==> src/srip_pkg.sv <==
package srip_pkg;
  // clock and line rate
  localparam int unsigned CLK_HZ = 100_000_000;
  localparam int unsigned MAX_BAUD = 4_000_000;
  localparam logic [15:0] MIN_DIV = 16'(CLK_HZ / MAX_BAUD);
  localparam logic [15:0] DIV_RST = 16'h0364;
  // irda pulse is 3/16 of a bit
  localparam int unsigned IR_NUM = 3;
  localparam int unsigned IR_SHIFT = 4;
  // fifo shape
  localparam int unsigned TX_DEPTH = 32;
  localparam int unsigned TX_W = 8;
  localparam int unsigned RX_DEPTH = 32;
  localparam int unsigned RX_W = 16;
  localparam int unsigned FLOW_MARGIN = 4;
  // register offsets
  localparam logic [4:0] A_DATA = 5'h00;
  localparam logic [4:0] A_CTRL = 5'h04;
  localparam logic [4:0] A_DIV = 5'h08;
  localparam logic [4:0] A_THR = 5'h0C;
  localparam logic [4:0] A_STAT = 5'h10;
  localparam logic [4:0] A_IRQ = 5'h14;
  localparam logic [4:0] A_MASK = 5'h18;
  // control fields
  localparam int C_CHAR8 = 0;
  localparam int C_STOP2 = 1;
  localparam int C_PAREN = 2;
  localparam int C_PARODD = 3;
  localparam int C_BRK = 4;
  localparam int C_IRDA = 5;
  localparam int C_DTE = 6;
  localparam int C_AUTO = 7;
  localparam int C_FORCE = 8;
  localparam int C_DMA = 9;
  localparam int C_RTS = 10;
  localparam int C_DTR = 11;
  localparam logic [11:0] CTRL_RST = 12'h001;
  localparam logic [4:0] RXT_RST = 5'h01;
  localparam logic [4:0] TXT_RST = 5'h02;
  // status fields
  localparam int S_CTS = 12;
  localparam int S_CAR = 13;
  localparam int S_RI = 14;
  localparam int S_BUSY = 15;
  // interrupt fields
  localparam int I_RXT = 0;
  localparam int I_TXT = 1;
  localparam int I_MDM = 2;
  localparam int I_RXOV = 3;
  localparam int I_TXOV = 4;
  localparam int I_BRK = 5;
  localparam int I_FERR = 6;
  localparam int I_PERR = 7;
  // receive entry flags
  localparam int E_PERR = 8;
  localparam int E_FERR = 9;
  localparam int E_BRK = 10;
  typedef enum logic [4:0] {
    TX_IDLE = 5'b0_0001,
    TX_START = 5'b0_0010,
    TX_DATA = 5'b0_0100,
    TX_PAR = 5'b0_1000,
    TX_STOP = 5'b1_0000
  } srip_tx_t;
  typedef enum logic [4:0] {
    RX_IDLE = 5'b0_0001,
    RX_START = 5'b0_0010,
    RX_DATA = 5'b0_0100,
    RX_PAR = 5'b0_1000,
    RX_STOP = 5'b1_0000
  } srip_rx_t;
endpackage

==> src/srip_uart.sv <==
`timescale 1ns/1ps
// Function
// characters of 7 or 8 data bits, chosen by control, both ends alike
// one or two stop bits after each sent character
// odd or even parity sent; parity and framing errors flagged on receive
// break driven on request; received break detected and reported
// transmit fifo of 32 byte entries
// receive fifo of 32 half-word entries
// maskable interrupt when a fifo level reaches its threshold
// maskable interrupt on any modem input change
// dce or dte mode sets modem line meaning
// cts and carrier readable; ring readable only in dte mode
// software sets only rts and dtr outputs
// automatic or manual cts/rts flow control
// software can force flow output off; release returns automatic control
// irda 1.0 pulse signalling as an alternative line mode
// baud generator reaches 4 Mbps
// remote side uses the configured baud rate; no autobaud
// dma requests for both fifos when dma enabled
// receive entry holds character low, error flags high
// full fifo keeps entries and sets overrun flag
module srip_fifo #(
  parameter int W = 8,
  parameter int D = 32
) (
  input wire logic i_mclk,
  input wire logic i_resetn,
  input wire logic i_push,
  input wire logic [W-1:0] i_wdata,
  input wire logic i_pop,
  output logic [W-1:0] o_rdata,
  output logic o_full,
  output logic o_empty,
  output logic [$clog2(D):0] o_level
);
  localparam int AW = $clog2(D);
  logic [W-1:0] mem [D];
  logic [AW-1:0] wp_q;
  logic [AW-1:0] rp_q;
  logic [AW:0] lvl_q;
  logic do_push;
  logic do_pop;
  // full fifo refuses pushes, keeping entries
  assign do_push = i_push && !o_full;
  assign do_pop = i_pop && !o_empty;
  assign o_full = lvl_q == (AW+1)'(D);
  assign o_empty = lvl_q == '0;
  assign o_level = lvl_q;
  assign o_rdata = mem[rp_q];
  // storage
  always_ff @(posedge i_mclk)
  begin
    if (do_push)
    begin
      mem[wp_q] <= i_wdata;
    end
  end
  // pointers and level
  always_ff @(posedge i_mclk or negedge i_resetn)
  begin
    if (!i_resetn)
    begin
      wp_q <= '0;
      rp_q <= '0;
      lvl_q <= '0;
    end
    else
    begin
      if (do_push)
      begin
        wp_q <= wp_q + 1'b1;
      end
      if (do_pop)
      begin
        rp_q <= rp_q + 1'b1;
      end
      lvl_q <= lvl_q + (AW+1)'(do_push) - (AW+1)'(do_pop);
    end
  end
endmodule

module srip_uart (
  input wire logic i_mclk,
  input wire logic i_resetn,
  input wire logic [4:0] i_addr,
  input wire logic [15:0] i_wdata,
  input wire logic i_wr,
  input wire logic i_rd,
  output logic [15:0] o_rdata,
  output logic o_irq,
  input wire logic i_rxd,
  output logic o_txd,
  input wire logic i_ir_rx,
  output logic o_ir_tx,
  input wire logic i_ctl_a_n,
  input wire logic i_ctl_b_n,
  input wire logic i_ctl_c_n,
  output logic o_ctl_a_n,
  output logic o_ctl_b_n,
  output logic o_tx_dma_req,
  output logic o_rx_dma_req
);
  logic [11:0] ctrl_q;
  logic [15:0] div_q;
  logic [4:0] rxt_q;
  logic [4:0] txt_q;
  logic [7:0] stat_q;
  logic [7:0] mask_q;
  logic [7:0] ev;
  logic [15:0] rdata_q;
  logic [2:0] mdm_q;
  logic tx_full, tx_empty, rx_full, rx_empty;
  logic [5:0] tx_lvl, rx_lvl;
  logic [7:0] tx_head;
  logic [15:0] rx_head;
  logic wr_data, rd_data, tx_pop, rx_push, tx_go, flow_ok;
  logic [15:0] rx_entry;
  srip_pkg::srip_tx_t tx_st_q;
  srip_pkg::srip_rx_t rx_st_q;
  logic [15:0] tx_cnt_q, rx_cnt_q, ir_cnt_q, ir_w;
  logic [2:0] tx_bit_q, rx_bit_q, last_bit;
  logic [7:0] tx_sh_q, rx_sh_q;
  logic tx_par_q, tx_line_q, rx_par_q, rx_any_q, rx_perr_q, rx_prev_q, rx_in;
  logic txd_q, ir_q, cta_q, ctb_q;

  // bus decode
  assign wr_data = i_wr && i_addr == srip_pkg::A_DATA;
  assign rd_data = i_rd && i_addr == srip_pkg::A_DATA;
  assign last_bit = ctrl_q[srip_pkg::C_CHAR8] ? 3'h7 : 3'h6;

  // control registers
  always_ff @(posedge i_mclk or negedge i_resetn)
  begin
    if (!i_resetn)
    begin
      ctrl_q <= srip_pkg::CTRL_RST;
      div_q <= srip_pkg::DIV_RST;
      rxt_q <= srip_pkg::RXT_RST;
      txt_q <= srip_pkg::TXT_RST;
      mask_q <= '0;
    end
    else if (i_wr)
    begin
      case (i_addr)
        srip_pkg::A_CTRL: ctrl_q <= i_wdata[11:0];
        // divisor held at or above the 4 Mbps floor
        srip_pkg::A_DIV: div_q <= (i_wdata < srip_pkg::MIN_DIV) ? srip_pkg::MIN_DIV : i_wdata;
        srip_pkg::A_THR:
        begin
          rxt_q <= i_wdata[4:0];
          txt_q <= i_wdata[12:8];
        end
        srip_pkg::A_MASK: mask_q <= i_wdata[7:0];
        default: ;
      endcase
    end
  end

  // read data, one cycle after the strobe only
  always_ff @(posedge i_mclk or negedge i_resetn)
  begin
    if (!i_resetn)
    begin
      rdata_q <= '0;
    end
    else if (!i_rd)
    begin
      rdata_q <= '0;
    end
    else
    begin
      case (i_addr)
        srip_pkg::A_DATA: rdata_q <= rx_empty ? 16'h0000 : rx_head;
        srip_pkg::A_CTRL: rdata_q <= {4'h0, ctrl_q};
        srip_pkg::A_DIV: rdata_q <= div_q;
        srip_pkg::A_THR: rdata_q <= {3'h0, txt_q, 3'h0, rxt_q};
        srip_pkg::A_STAT: rdata_q <= {tx_st_q != srip_pkg::TX_IDLE,
          ctrl_q[srip_pkg::C_DTE] & ~i_ctl_c_n, ~i_ctl_b_n, ~i_ctl_a_n, tx_lvl, rx_lvl};
        srip_pkg::A_IRQ: rdata_q <= {8'h00, stat_q};
        srip_pkg::A_MASK: rdata_q <= {8'h00, mask_q};
        default: rdata_q <= '0;
      endcase
    end
  end
  assign o_rdata = rdata_q;

  // fifos
  srip_fifo #(.W(srip_pkg::TX_W), .D(srip_pkg::TX_DEPTH)) u_txf (
    .i_mclk(i_mclk), .i_resetn(i_resetn), .i_push(wr_data), .i_wdata(i_wdata[7:0]),
    .i_pop(tx_pop), .o_rdata(tx_head), .o_full(tx_full), .o_empty(tx_empty), .o_level(tx_lvl));
  srip_fifo #(.W(srip_pkg::RX_W), .D(srip_pkg::RX_DEPTH)) u_rxf (
    .i_mclk(i_mclk), .i_resetn(i_resetn), .i_push(rx_push), .i_wdata(rx_entry),
    .i_pop(rd_data), .o_rdata(rx_head), .o_full(rx_full), .o_empty(rx_empty), .o_level(rx_lvl));

  // events and sticky status, set beats clear
  assign ev[srip_pkg::I_RXT] = rx_lvl >= {1'b0, rxt_q};
  assign ev[srip_pkg::I_TXT] = tx_lvl <= {1'b0, txt_q};
  assign ev[srip_pkg::I_MDM] = mdm_q != {i_ctl_a_n, i_ctl_b_n, i_ctl_c_n};
  assign ev[srip_pkg::I_RXOV] = rx_push && rx_full;
  assign ev[srip_pkg::I_TXOV] = wr_data && tx_full;
  assign ev[srip_pkg::I_BRK] = rx_push && rx_entry[srip_pkg::E_BRK];
  assign ev[srip_pkg::I_FERR] = rx_push && rx_entry[srip_pkg::E_FERR];
  assign ev[srip_pkg::I_PERR] = rx_push && rx_entry[srip_pkg::E_PERR];
  always_ff @(posedge i_mclk or negedge i_resetn)
  begin
    if (!i_resetn)
    begin
      stat_q <= '0;
      mdm_q <= 3'h7;
    end
    else
    begin
      mdm_q <= {i_ctl_a_n, i_ctl_b_n, i_ctl_c_n};
      stat_q <= ev | (stat_q & ~((i_wr && i_addr == srip_pkg::A_IRQ) ? i_wdata[7:0] : 8'h00));
    end
  end
  assign o_irq = |(stat_q & mask_q);

  // dma requests from fifo levels
  assign o_tx_dma_req = ctrl_q[srip_pkg::C_DMA] && ev[srip_pkg::I_TXT];
  assign o_rx_dma_req = ctrl_q[srip_pkg::C_DMA] && ev[srip_pkg::I_RXT] && !rx_empty;

  // flow gating of the transmitter
  assign flow_ok = !ctrl_q[srip_pkg::C_AUTO] || !i_ctl_a_n;
  assign tx_go = tx_st_q == srip_pkg::TX_IDLE && !tx_empty && flow_ok && !ctrl_q[srip_pkg::C_BRK];
  assign tx_pop = tx_go;

  // transmitter, bit enable from its divider
  always_ff @(posedge i_mclk or negedge i_resetn)
  begin
    if (!i_resetn)
    begin
      tx_st_q <= srip_pkg::TX_IDLE;
      tx_cnt_q <= '0;
      tx_bit_q <= '0;
      tx_sh_q <= '0;
      tx_par_q <= 1'b0;
      tx_line_q <= 1'b1;
    end
    else if (tx_st_q == srip_pkg::TX_IDLE)
    begin
      tx_line_q <= 1'b1;
      if (tx_go)
      begin
        tx_st_q <= srip_pkg::TX_START;
        tx_line_q <= 1'b0;
        tx_cnt_q <= div_q - 16'h0001;
        tx_sh_q <= tx_head;
        tx_bit_q <= '0;
        tx_par_q <= ^(tx_head & {ctrl_q[srip_pkg::C_CHAR8], 7'h7F}) ^ ctrl_q[srip_pkg::C_PARODD];
      end
    end
    else if (tx_cnt_q != '0)
    begin
      tx_cnt_q <= tx_cnt_q - 16'h0001;
    end
    else
    begin
      tx_cnt_q <= div_q - 16'h0001;
      case (tx_st_q)
        srip_pkg::TX_START:
        begin
          tx_st_q <= srip_pkg::TX_DATA;
          tx_line_q <= tx_sh_q[0];
          tx_sh_q <= {1'b0, tx_sh_q[7:1]};
        end
        srip_pkg::TX_DATA:
          if (tx_bit_q == last_bit)
          begin
            tx_bit_q <= '0;
            tx_st_q <= ctrl_q[srip_pkg::C_PAREN] ? srip_pkg::TX_PAR : srip_pkg::TX_STOP;
            tx_line_q <= ctrl_q[srip_pkg::C_PAREN] ? tx_par_q : 1'b1;
          end
          else
          begin
            tx_bit_q <= tx_bit_q + 3'h1;
            tx_line_q <= tx_sh_q[0];
            tx_sh_q <= {1'b0, tx_sh_q[7:1]};
          end
        srip_pkg::TX_PAR:
        begin
          tx_st_q <= srip_pkg::TX_STOP;
          tx_line_q <= 1'b1;
        end
        srip_pkg::TX_STOP:
          if (ctrl_q[srip_pkg::C_STOP2] && tx_bit_q == '0)
          begin
            tx_bit_q <= 3'h1;
          end
          else
          begin
            tx_st_q <= srip_pkg::TX_IDLE;
          end
        default: tx_st_q <= srip_pkg::TX_IDLE;
      endcase
    end
  end

  // line drivers: break and irda pulses
  assign ir_w = ((div_q * 16'(srip_pkg::IR_NUM)) >> srip_pkg::IR_SHIFT) | 16'h0001;
  always_ff @(posedge i_mclk or negedge i_resetn)
  begin
    if (!i_resetn)
    begin
      txd_q <= 1'b1;
      ir_q <= 1'b0;
    end
    else
    begin
      txd_q <= tx_line_q && !ctrl_q[srip_pkg::C_BRK];
      ir_q <= ctrl_q[srip_pkg::C_IRDA] && (ctrl_q[srip_pkg::C_BRK] || (!tx_line_q &&
        tx_cnt_q >= div_q - ir_w));
    end
  end
  assign o_txd = txd_q;
  assign o_ir_tx = ir_q;

  // irda receive pulse stretched to a low bit
  always_ff @(posedge i_mclk or negedge i_resetn)
  begin
    if (!i_resetn)
    begin
      ir_cnt_q <= '0;
    end
    else if (i_ir_rx)
    begin
      ir_cnt_q <= div_q;
    end
    else if (ir_cnt_q != '0)
    begin
      ir_cnt_q <= ir_cnt_q - 16'h0001;
    end
  end
  assign rx_in = ctrl_q[srip_pkg::C_IRDA] ? (ir_cnt_q == '0) : i_rxd;

  // receive entry: character low, flags high
  assign rx_entry = {5'h00, ~rx_in & ~rx_any_q, ~rx_in, rx_perr_q,
    ctrl_q[srip_pkg::C_CHAR8] ? rx_sh_q : {1'b0, rx_sh_q[7:1]}};
  assign rx_push = rx_st_q == srip_pkg::RX_STOP && rx_cnt_q == '0;

  // receiver, mid-bit sampling
  always_ff @(posedge i_mclk or negedge i_resetn)
  begin
    if (!i_resetn)
    begin
      rx_st_q <= srip_pkg::RX_IDLE;
      rx_cnt_q <= '0;
      rx_bit_q <= '0;
      rx_sh_q <= '0;
      rx_par_q <= 1'b0;
      rx_any_q <= 1'b0;
      rx_perr_q <= 1'b0;
      rx_prev_q <= 1'b1;
    end
    else
    begin
      rx_prev_q <= rx_in;
      if (rx_st_q == srip_pkg::RX_IDLE)
      begin
        if (rx_prev_q && !rx_in)
        begin
          rx_st_q <= srip_pkg::RX_START;
          rx_cnt_q <= div_q >> 1;
          rx_bit_q <= '0;
          rx_par_q <= 1'b0;
          rx_any_q <= 1'b0;
          rx_perr_q <= 1'b0;
        end
      end
      else if (rx_cnt_q != '0)
      begin
        rx_cnt_q <= rx_cnt_q - 16'h0001;
      end
      else
      begin
        rx_cnt_q <= div_q - 16'h0001;
        case (rx_st_q)
          srip_pkg::RX_START: rx_st_q <= rx_in ? srip_pkg::RX_IDLE : srip_pkg::RX_DATA;
          srip_pkg::RX_DATA:
          begin
            rx_sh_q <= {rx_in, rx_sh_q[7:1]};
            rx_par_q <= rx_par_q ^ rx_in;
            rx_any_q <= rx_any_q | rx_in;
            rx_bit_q <= rx_bit_q + 3'h1;
            if (rx_bit_q == last_bit)
            begin
              rx_st_q <= ctrl_q[srip_pkg::C_PAREN] ? srip_pkg::RX_PAR : srip_pkg::RX_STOP;
            end
          end
          srip_pkg::RX_PAR:
          begin
            rx_perr_q <= rx_par_q ^ rx_in ^ ctrl_q[srip_pkg::C_PARODD];
            rx_any_q <= rx_any_q | rx_in;
            rx_st_q <= srip_pkg::RX_STOP;
          end
          srip_pkg::RX_STOP: rx_st_q <= srip_pkg::RX_IDLE;
          default: rx_st_q <= srip_pkg::RX_IDLE;
        endcase
      end
    end
  end

  // modem outputs: flow line and dtr
  always_ff @(posedge i_mclk or negedge i_resetn)
  begin
    if (!i_resetn)
    begin
      cta_q <= 1'b1;
      ctb_q <= 1'b1;
    end
    else
    begin
      if (ctrl_q[srip_pkg::C_FORCE])
      begin
        cta_q <= 1'b1;
      end
      else if (ctrl_q[srip_pkg::C_AUTO])
      begin
        cta_q <= !(rx_lvl < 6'(srip_pkg::RX_DEPTH - srip_pkg::FLOW_MARGIN));
      end
      else
      begin
        cta_q <= !ctrl_q[srip_pkg::C_RTS];
      end
      ctb_q <= !ctrl_q[srip_pkg::C_DTR];
    end
  end
  assign o_ctl_a_n = cta_q;
  assign o_ctl_b_n = ctb_q;
endmodule

==> config.mk <==
export PLATFORM = sky130hd
export DESIGN_NAME = srip_uart
export DESIGN_NICKNAME = d
export VERILOG_FILES = /design/src/srip_pkg.sv /design/src/srip_uart.sv
export SDC_FILE = /design/constraint.sdc
export NUM_CORES = 1
export LEC_CHECK = 0
export ABC_AREA = 0
export BUFFER_PORTS_ARGS = -buffer_cell sky130_fd_sc_hd__buf_4
export CORE_AREA = 2 2 226 251
export DETAILED_ROUTE_END_ITERATION = 12
export DIE_AREA = 0 0 228 253
export PLACE_DENSITY = 0.88
export SLEW_MARGIN = 15
export SYNTH_ARGS = -nofsm -noshare
export SYNTH_HDL_FRONTEND = slang
export SYNTH_SLANG_ARGS = --single-unit
export TNS_END_PERCENT = 30
==> constraint.sdc <==
create_clock -name i_mclk -period 13.2 [get_ports i_mclk]
set_clock_uncertainty 0.05 [all_clocks]
set_input_delay 1.32 -clock i_mclk [delete_from_list [all_inputs] [get_ports i_mclk]]
set_output_delay 1.32 -clock i_mclk [all_outputs]
set_load 0.05 [all_outputs]
After elaboration in Yosys (flattened, before gate mapping). Memory sizes are Yosys's and may differ from the RTL's. Cells that the tools add are included.

Input port bits: 30. Output and inout bits: 23. Register bits after elaboration: 195. Logic and storage cells: 242. Memories: 2. Memory bits (writable): 608.

Memories: u_rxf.mem (words 32, width 11, read ports 1, clocked after Yosys merged registers in 0, wr ports 1, RTL line srip_uart.sv:37) `logic [W-1:0] mem [D];`; u_txf.mem (words 32, width 8, read ports 1, clocked after Yosys merged registers in 0, wr ports 1, RTL line srip_uart.sv:37).

Bitwise logic cells: 18. Reductions and logical operators: 71. $lt $le $gt $ge: 5. Multipliers: 1. $add $sub $neg: 15. Eq/ne operators: 31. Muxes and demuxes: 66.

Operators by type and width (number): $mux W16 (11); $pmux W16 S7 (1); $sub A16 B1 Y16 const B (4); $mux W5 (10); $mux W8 (6); $reduce_bool A16 Y1 (3); $logic_not A16 Y1 (2); $mux W3 (10); $eq A5 B5 Y1 const B (5); $and A8 B8 Y8 (3); $logic_and A1 B1 Y1 (24); $mux W1 (23); $add A5 B1 Y5 const B (4); $eq A5 B4 Y1 const B (4); $pmux W5 S4 (1); $ge A16 B16 Y1 (1); $lt A16 B5 Y1 const B (1); $mul A16 B2 Y16 const B (1); $pmux W8 S2 (1); $sub A16 B12 Y16 (1); $eq A5 B3 Y1 const B (3); $ne A3 B3 Y1 const B (5); $pmux W5 S3 (1); $reduce_and A3 Y1 (5); other kinds (35) (77).

Longest topological paths before layout. Gate-level depths: netlist of the first run.

Depth after elaboration: 7. Mapped depth: 25. Gate-level depth less buffers: 25.

Hierarchy. A second synthesis of the first run with hierarchy kept.

Cell total of the unflattened synthesis: 2678. Area, all modules: 42106.6 µm².

By module, submodules not included: srip_fifo at u_rxf (area each 20633.5 µm², instances 1, seq. area each 15775.1 µm², cells an instance 967); srip_fifo at u_txf (area each 10844.2 µm², instances 1, seq. area each 8087.8 µm², cells an instance 551); srip_uart (area each 10628.9 µm², instances 1, seq. area each 4101.4 µm², cells an instance 1160).

Worst setup path before layout of the first run. No wires, ideal clock.

Path kind: register to register. From: register div_q[2]. To: register ir_q (netlist: o_ir_tx). Required time: 13012 ps. Data arrival time: 4840 ps. Clock period less this slack: 5028 ps. Setup time: 138 ps. Slack: 8172 ps. Buffers on the path: 0. Stages on the path, launching flop included: 25. Cells stage by stage: dfstp_2 > inv_1 > ha_1 > a21o_1 > a21o_1 > a21oi_1 > o21bai_1 > a21oi_1 > o21ai_0 > a31o_2 > a22o_1 > ha_1 > and3_1 > a21oi_1 > inv_1 > a41o_1 > o41ai_1 > nand2_1 > xnor2_1 > ha_1 > a21o_1 > a211oi_1 > nand2_1 > nand3b_1 > a31oi_1.

Cells in the longest elaborated chain, start to end: 6.

Ends and longest elaborated chain: start, declared (RTL line srip_uart.sv:104) `logic [15:0] div_q;`; start signal, assigned (RTL line srip_uart.sv:137) `div_q <= srip_pkg::DIV_RST;`; start signal, assigned (RTL line srip_uart.sv:147) `srip_pkg::A_DIV: div_q <= (i_wdata < srip_pkg::MIN_DIV) ? srip_pkg::MIN_DIV : i_wdata;`; $mul A16 B2 Y16 (RTL line srip_uart.sv:300) `assign ir_w = ((div_q * 16'(srip_pkg::IR_NUM)) >> srip_pkg::IR_SHIFT) | 16'h0001;`; $sub A16 B12 Y16 (*) (RTL line srip_uart.sv:312) `tx_cnt_q >= div_q - ir_w));`; $ge A16 B16 Y1 (*) (RTL line srip_uart.sv:312); $logic_and A1 B1 Y1 (*) (RTL line srip_uart.sv:311) `ir_q <= ctrl_q[srip_pkg::C_IRDA] && (ctrl_q[srip_pkg::C_BRK] || (!tx_line_q &&`; $logic_or A1 B1 Y1 (*) (RTL line srip_uart.sv:311); $logic_and A1 B1 Y1 (*) (RTL line srip_uart.sv:311); end signal, assigned (RTL line srip_uart.sv:311); end, declared (RTL line srip_uart.sv:124) `logic txd_q, ir_q, cta_q, ctb_q;`.

Mark *: on every way between the ends. The rest lies on a longest branch, timed or not. A chain may end at the register's enable or synchronous reset.

Final worst setup path of the first run. Same ends and word-level chain as after synthesis.

==> impl_summary.md, run 1 <==
Run status
The run finished with clean final reports.

Synth
After synthesis, the mean cell area works out to 15.6 µm². The cell area after synthesis is 35500 µm². In this run, synthesis inferred 608 flip-flops with an integrated enable. The number of nets produced by synthesis is 2414. The synthesized design contains 803 register bits.

The predominant post-synthesis flop cell is sky130_fd_sc_hd__edfxtp_1. The share of synthesized registers carrying an async set or reset is 24.3%. In this run, distinct cell masters in the synthesized netlist total 78. The gate count after technology mapping is 2278.

Sequential cells were found to cover 65.2% of the synthesized design area. The number of warnings printed during yosys synthesis is 0.

Detailed routing
Once detail routing completed, the nets flagged for antenna violations numbered 0. The routed wire length on met2 is 43.2 mm. Dividing the detail-routed wire length by the instance count gives 27.9 µm. After detailed routing, the number of remaining DRC violations is 0. The violation count after the first detailed-route iteration is 2634. The first detailed-routing pass ran for 8 iterations. The highest layer touched by signal routing is met5. After detailed routing, the number of vias per cell comes to 6.75. The routed wire length on met3 is 7.78 mm. The number of vias after detailed routing is 21200. The detailed-routing wirelength on met1 is 32.2 mm. The total wirelength of the detailed-routed design is 87.3 mm.

Timing
Setup repair after global routing left no endpoint under its margin. Setup violations remaining at the end of the flow were counted as 0. The transition time at the pin with the least slew margin is 1230 ps. The final max-slew violation count is 0. Timing would allow up to 175 MHz. Counting I/O delays and the setup requirement, the final critical path takes 5720 ps. After layout, the worst path uses 43.3% of the clock period.

Hold timing on the final database bottoms out at a slack of 446 ps. The number of hold violations in the final report is 0. The smallest setup slack after layout is 7480 ps. The worst relative slew slack is 17.9%.

Setup total negative slack on the finished layout was measured at 0 ps.

Setup path
For the worst setup path, the data required time is 13660 ps. On the worst path, the slowest cell contributes a delay of 640 ps. The critical register-to-register path endpoint is o_ir_tx$_DFF_PN0_. The cell with the biggest individual delay on the critical path is sky130_fd_sc_hd__dfstp_2. The number of buffers and inverters on the critical path is 2. The highest fanout seen on the critical path is 8. The endpoint arrival time on the critical path is 6170 ps. The worst setup path startpoint is div_q[2]$_DFFE_PN1P_. The register-to-register setup slack is 7480 ps.

The count of cells along the worst register-to-register path is 24. The critical path in this run is classified as reg -> reg. The startpoint type of the worst setup path is a register.

The startpoint of the worst register-to-register path is div_q[2]$_DFFE_PN1P_. Traced cell by cell, the critical path runs through inv_1 -> ha_1 -> a21o_1 -> a21o_1 -> a21oi_1 -> o21bai_1 -> a21oi_1 -> o21ai_0 -> a221o_1 -> xnor2_1 -> ha_1 -> and3_1 -> a21oi_1 -> inv_1 -> a41o_1 -> o41ai_1 -> nand2_1 -> xnor2_1 -> ha_1 -> a21o_1 -> a211oi_1 -> nand2_1 -> nand3b_1 -> a31oi_1. The cell family contributing the most delay on the critical path is compound AO/OA/AOI/OAI gates. The sort of element at the end of the critical path is a register.

Power
The combinational power share is 19.3%. The power density relative to cell area is 167 nW/µm². The proportion of total power due to net switching is 28.4%. The power share of the sequential group is 45.4%.

The leakage power total is 13.3 nW. The cell internal power dissipation is 4.68 mW. The maximum resistive drop on vdd is 0.194 mV. The analysis attributes to net switching a power of 1.85 mW. Per report_power, the clock group accounts for 35.3% of the total.

Cells and area
The combined area of the multi-input logic cells is 11700 µm². The number of fill cells in the layout is 3350. The area taken by flip-flops and latches is 23200 µm². The number of antenna repair diodes is 0. Relative to the synthesized area, the layout overhead comes to 10.4%. Of the cells placed in the final design, the portion with a size suffix greater than 1 is 20.3%. The final layout net count is 2462.

The finished layout holds 3133 standard cells, fillers aside. Cells fill 70.9% of the core in the end.

CTS
TritonCTS built the clock tree. The count of hold-fix buffers inserted at cts is 0. The later pin in the worst-skew pair is clocked with a latency of 660 ps. The longest clock path from root to sink contains 3 buffers.

In this run the post-CTS setup repair buffer count came out at 0. Clock-pin slew was measured on the worst setup and hold paths at 60 ps. TritonCTS created 79 clock buffers. The root buffer selected by CTS is sky130_fd_sc_hd__clkbuf_16.

The H-tree level count is 3. Once the clock tree was built, the resizer swapped 0 gates to a different size. Counting every sink on the clock net gives 803.

Worst hold path
The number of cells on the worst hold path is 2. The hold path endpoint is tx_sh_q[5]$_DFFE_PN0P_. In this run the most critical hold path is launched from tx_sh_q[5]$_DFFE_PN0P_. The worst hold path belongs to the class reg -> reg.

Floorplan
The horizontal die dimension is 228 µm. Measured along the y axis, the die boundary spans 253 µm. The effective utilization at floorplan is 64.2%.

The die covers 57700 µm². For this design the top-level I/O count stands at 53. The core footprint is 55300 µm². The site row count is 91.

Place
At the end of routability-driven placement, the weighted congestion stood at 0.936. The detailed-placement wirelength estimate is 53.7 mm. Timing analysis after detailed placement gives a worst setup slack of 7540 ps. After detailed placement, the design holds a cell count of 2989. In this run the tool buffered the top-level ports with 52 buffer cells.

Global routing
The number of global-route vias before repair is 21600. The number of antenna violations at the first check in global routing is 1. The maximum number of pins on one net before global-route repair is 128.

The first global-routing pass estimated 134 mm of wire. The total global routing track utilization is 31.0%. The final global-route overflow total is 0.

Job
Across the run, the number of max-cap violations was 0.
==> worst reg2reg max path, stage by stage, from the launching register on <==
cell and delay (ps):
sky130_fd_sc_hd__dfstp_2 640, sky130_fd_sc_hd__inv_1 120, sky130_fd_sc_hd__ha_1 280, sky130_fd_sc_hd__a21o_1 180, sky130_fd_sc_hd__a21o_1 170, sky130_fd_sc_hd__a21oi_1 230
sky130_fd_sc_hd__o21bai_1 130, sky130_fd_sc_hd__a21oi_1 300, sky130_fd_sc_hd__o21ai_0 250, sky130_fd_sc_hd__a221o_1 410, sky130_fd_sc_hd__xnor2_1 150, sky130_fd_sc_hd__ha_1 350
sky130_fd_sc_hd__and3_1 200, sky130_fd_sc_hd__a21oi_1 110, sky130_fd_sc_hd__inv_1 70, sky130_fd_sc_hd__a41o_1 230, sky130_fd_sc_hd__o41ai_1 480, sky130_fd_sc_hd__nand2_1 140
sky130_fd_sc_hd__xnor2_1 150, sky130_fd_sc_hd__ha_1 290, sky130_fd_sc_hd__a21o_1 160, sky130_fd_sc_hd__a211oi_1 280, sky130_fd_sc_hd__nand2_1 80, sky130_fd_sc_hd__nand3b_1 90
sky130_fd_sc_hd__a31oi_1 40
==> cells by family after synthesis <==
group / Yosys count / share of synthesized area, %
compound gates: 316 / 5.76
xor+xnor: 92 / 2.27
fa+ha+maj: 106 / 3.80
buf+inv: 173 / 1.98
flops: 803 / 65.2
mux: 287 / 14.3
simple gates: 501 / 6.67
==> area by class of cell <==
cell class | count | share of cell area (%)
Sequential cell | 803 | 59.1
Clock inverter | 44 | 1.13
Tap cell | 744 | 2.37
Clock buffer | 100 | 5.59
Multi-Input combinational cell | 1302 | 29.8
Inverter | 75 | 0.718
Timing Repair Buffer | 65 | 1.26
==> cell usage in the layout, fill, tap and decap left out, types with 66 or more instances in the layout <==
cell	count
sky130_fd_sc_hd__a21oi_1	71
sky130_fd_sc_hd__ha_1	103
sky130_fd_sc_hd__nand2_1	154
sky130_fd_sc_hd__clkbuf_16	84
sky130_fd_sc_hd__dfrtp_1	172
sky130_fd_sc_hd__inv_1	75
sky130_fd_sc_hd__mux4_2	171
sky130_fd_sc_hd__nor2_1	162
sky130_fd_sc_hd__edfxtp_1	608
sky130_fd_sc_hd__xnor2_1	66
sky130_fd_sc_hd__o21ai_0	85
==> state kept, by name, indices dropped and copies added (netlist names), 6 cells and up <==
register / flops
u_rxf.mem: 352
u_txf.mem: 256
div_q: 16
ir_cnt_q: 16
o_rdata: 16
rx_cnt_q: 16
tx_cnt_q: 16
ctrl_q: 12
mask_q: 8
rx_sh_q: 8
stat_q: 8
tx_sh_q: 8
u_rxf.o_level: 6
u_txf.o_level: 6
==> synth_stat cells, drive strengths merged (15+ instances only) <==
library cell	instances	area (µm²)
a22oi	21	158
mux2i	53	531
mux2	63	709
inv	75	282
clkbuf	67	251
dfstp	18	473
edfxtp	608	18300
a21o	21	158
xor2	26	228
and3	15	93.8
a21oi	71	355
nand3	31	160
nor2	170	646
mux4	171	3850
nand2	155	589
o21ai	94	485
dfrtp	177	4430
ha	103	1290
xnor2	66	578
nor3	33	170
buf	31	169
==> how the worst max path moves through the flow <==
stage                              endpoint  slack [ps]  cells past startpoint
final                     o_ir_tx$_DFF_PN0_        7480                     24
after global routing      o_ir_tx$_DFF_PN0_        7060                     24
after CTS                 o_ir_tx$_DFF_PN0_        7510                     24
after detailed placement  o_ir_tx$_DFF_PN0_        7540                     24
after global placement    o_ir_tx$_DFF_PN0_        7610                     24
after floorplan           o_ir_tx$_DFF_PN0_        8170                     24
==> metal layers <==
layer / global-route usage, % / up-vias
li1: - / 8877
met2: 51.7 / 1326
met3: 5.77 / 250
met5: 0 / -
met1: 40.6 / 10700
met4: 13.5 / 2
==> through the flow <==
stage	total power [mW]	area [µm²]
2_1_floorplan	3.90	35500
3_3_place_gp	4.20	36600
3_5_place_dp	4.25	36600
4_1_cts	6.55	39200
5_1_grt	6.79	39200
6_report	6.54	39200
==> power groups by stage <==
stage | Clock (mW) | Combinational, mW | Sequential (mW)
4_1_cts | 2.33 | 1.25 | 2.97
2_1_floorplan | 0 | 0.974 | 2.92
3_3_place_gp | 0 | 1.19 | 3.02
6_report | 2.31 | 1.26 | 2.97
5_1_grt | 2.42 | 1.39 | 2.99
3_5_place_dp | 0 | 1.23 | 3.02
(Power assumes the default switching activity.)
==> run 2: changes to the inputs <==
- CORE_AREA: 2 2 226 251 -> 2 2 242 267
- DIE_AREA: 0 0 228 253 -> 0 0 244 269
- PLACE_DENSITY: 0.88 -> 0.83
- clock period: 13.2 -> 4.9 ns (I/O delays scaled with it)
==> run 2 against run 1 <==
  * Maximum frequency grew 20%
  * Critical path depth shrank 1
  * Clock power grew to 2.6 times the previous value
  * Register-to-register slack lost 7400 ps
  * Flip-flop and latch count is the same
  * Sequential power grew to 2.7 times the previous value
  * Wire length shrank 4.8%
  * Clock-buffer cell count grew 6
  * Final area grew 1.9%
  * Via count shrank 0.91%
  * Critical endpoint unchanged
  * Critical path type unchanged
  * Final cell count grew 5.4%
==> impl_summary.md, run 2 (synthesized netlist as in run 1, its figures left out) <==
CTS
For this design, the sink count on the clock tree is 803. The H-tree level count is 3. The clock-pin slew on the worst setup and hold paths is 60 ps. Clock latency on the worst-skew pair, taken at its later pin, is 640 ps. The number of buffers on the longest clock path is 3. The root buffer cell chosen for the clock tree is sky130_fd_sc_hd__clkbuf_16.

TritonCTS built the clock tree. The CTS buffer count is 79.

Detailed routing
The number of vias after detailed routing is 21000. The routed wire length on met2 is 41.1 mm. The violation count after the first detailed-route iteration is 2617. After detailed routing, the met3 layer carries 7.40 mm of wire.

After detailed routing, the number of remaining DRC violations is 0. Before antenna repair, the detailed router went through 6 iterations. The final layout contains routed wiring with a total length of 83.1 mm. The highest metal layer carrying signal wires in the routed design is met5.

After detailed routing, the wire length on met1 is 31.6 mm. The average routed wire per standard cell is 25.2 µm. The detailed-route vias per instance is 6.35. The remaining antenna violation count after routing is 0.

Floorplan
The site row count is 97. The horizontal die dimension is 244 µm. The die covers 65600 µm². The effective utilization at floorplan is 56.2%. The core footprint is 63200 µm². The number of ports placed on the die boundary is 53.

The die is 269 µm tall.

Setup path
The worst setup path is launched from a register. The cell seen most often among critical-path stages is sky130_fd_sc_hd__a21o_1. At the worst endpoint, the required time is 5350 ps. Among all stages on the critical path, the largest delay is contributed by sky130_fd_sc_hd__dfstp_2. In this run the worst path has a maximum fanout of 4. The critical path goes through inv_2 -> ha_4 -> a21o_1 -> a21o_1 -> a21oi_2 -> o21bai_2 -> a21oi_4 -> o21ai_4 -> a221o_1 -> xnor2_1 -> ha_1 -> and3_4 -> a21oi_2 -> inv_1 -> a41o_1 -> o41ai_4 -> nand2_1 -> xnor2_1 -> ha_1 -> a21o_1 -> a211oi_2 -> buf_4 -> a31oi_1. The endpoint arrival time on the critical path is 5230 ps.

The critical path class is reg -> reg. STA classifies the critical path endpoint as a register. The maximum single-stage delay on the critical path is 540 ps.

Cells and area
At the end of the flow, the number of nets in the layout was 2535. The combined area of the multi-input logic cells is 11800 µm². The largest registers in the layout are u_rxf.mem: 352 flops, u_txf.mem: 256 flops. The most common cell after layout, fill and taps aside is sky130_fd_sc_hd__edfxtp_1. Counting the fill cells in the layout gives 4225. Leaving out fill and tap cells, the most frequent cells in the layout are sky130_fd_sc_hd__edfxtp_1, sky130_fd_sc_hd__dfrtp_1, sky130_fd_sc_hd__mux4_2. The area taken by flip-flops and latches is 23200 µm². The final cell area excluding filler cells is 40000 µm². The register with the most flip-flops in the layout has 352 of them. In the final layout, the share of cells above drive strength 1 is 22.5%. u_rxf.mem holds more flip-flops than any other register. Relative to the synthesized area, the layout overhead comes to 12.5%. The repair_antennas step left the layout with diodes totalling 0. The finished layout holds 3301 standard cells, fillers aside.

Global routing
The total global routing track utilization is 25.4%. The number of antenna violations at the first check in global routing came to 2. The first global-routing pass estimated 126 mm of wire.

The maximum number of pins on one net before global-route repair is 114. The final global-route overflow total is 0. The number of global-route vias before repair is 20900.

Power
The overall power consumption is 17.6 mW. In this run the power density over the cells is 441 nW/µm². Across the VDD grid, the largest voltage drop is 0.367 mV. For this design the static power due to leakage is 13.7 nW.

Run status
The run finished with clean final reports.

Timing
The worst path needs 4780 ps of the cycle, external delays included. Setup violations remaining at the end of the flow were counted as 0. The transition time at the pin with the least slew margin is 1200 ps. The number of hold violations in the final report is 0. Summed over all failing endpoints, the final setup total negative slack is 0 ps. The worst relative slew slack is 20.0%.

For this run, the top clock speed supported by timing is 209 MHz. The final max-slew violation count is 0. The final period utilization is 97.6%. The final-layout worst hold slack is 54.9 ps. Setup repair after global routing could not meet its margin everywhere.

Place
The routability congestion estimate is 0.925. The port buffer count is 52. Summed over all nets, the half-perimeter wirelength after detailed placement is 54.1 mm. The number of cells after detailed placement is 3152. Once placement finished, the instance area stood at 37200 µm².

Job
The reported max-cap violation count is 0.

Worst hold path
The path class of the tightest hold or removal check is in -> reg.
## run 2: timing repair
item	4_1_cts	5_1_grt
gates resized for setup	3	23
hold buffers	4	0
endpoints found under the hold margin	102	0
setup buffers	1	2
setup endpoints to repair	1	1
pin swaps	4	25
## run 2: final cells by class
class / count / area share [%]
clock buffers: 106 / 5.35
clock inverters: 36 / 0.942
inverters: 75 / 0.704
multi-input cells: 1302 / 29.6
flip-flops and latches: 803 / 58.0
well taps: 841 / 2.63
repair buffers: 138 / 2.77
## run 2: critical path: cells and delay by family, from the launching register on
kind                     cells  cell delay, ps
XOR/XNOR                     2             350
AND/OR/NAND/NOR              2             310
flip-flops                   1             540
adder cells (fa/ha/maj)      3             790
AO/OA/AOI/OAI               13            2360
buffers and inverters        3             260
## run 2: power by group
group          internal, mW  total (mW)  switching, mW
clock                  3.32        5.91           2.59
sequential             7.55        7.99          0.441
combinational          1.82        3.74           1.92
## run 2: per-stage QoR
| step | utilization, % | setup slack (ps) |
|---|---|---|
| final | 63.2 | 118 |
| after global routing | 63.2 | -136 |
| after CTS | 63.0 | 2.67 |
| after detailed placement | 58.9 | -98.8 |
| after global placement | 58.9 | -37.0 |
| after floorplan | - | 36.4 |
## run 2: path summary, 6_finish.rpt
kind	from	endpoint	slack, ps	depth (start not counted)
setup / recovery	div_q[2]$_DFFE_PN1P_	o_ir_tx$_DFF_PN0_	120	23
setup reg to reg	div_q[2]$_DFFE_PN1P_	o_ir_tx$_DFF_PN0_	120	23
hold reg to reg	ctrl_q[11]$_DFFE_PN0P_	o_ctl_b_n$_DFF_PN1_	430	1
max in group asynchronous	i_resetn	u_rxf.rp_q[0]$_DFFE_PN0P_	3190	3
hold / removal	i_wdata[14]	div_q[14]$_DFFE_PN0P_	50	3
min in group asynchronous	i_resetn	tx_cnt_q[13]$_DFFE_PN0P_	500	2
## run 2: metal layers
metal | vias to the layer above | track usage [%]
met5 | - | 0
met4 | 4 | 9.29
met3 | 179 | 4.92
met2 | 1128 | 42.5
met1 | 10600 | 33.6
li1 | 9018 | -
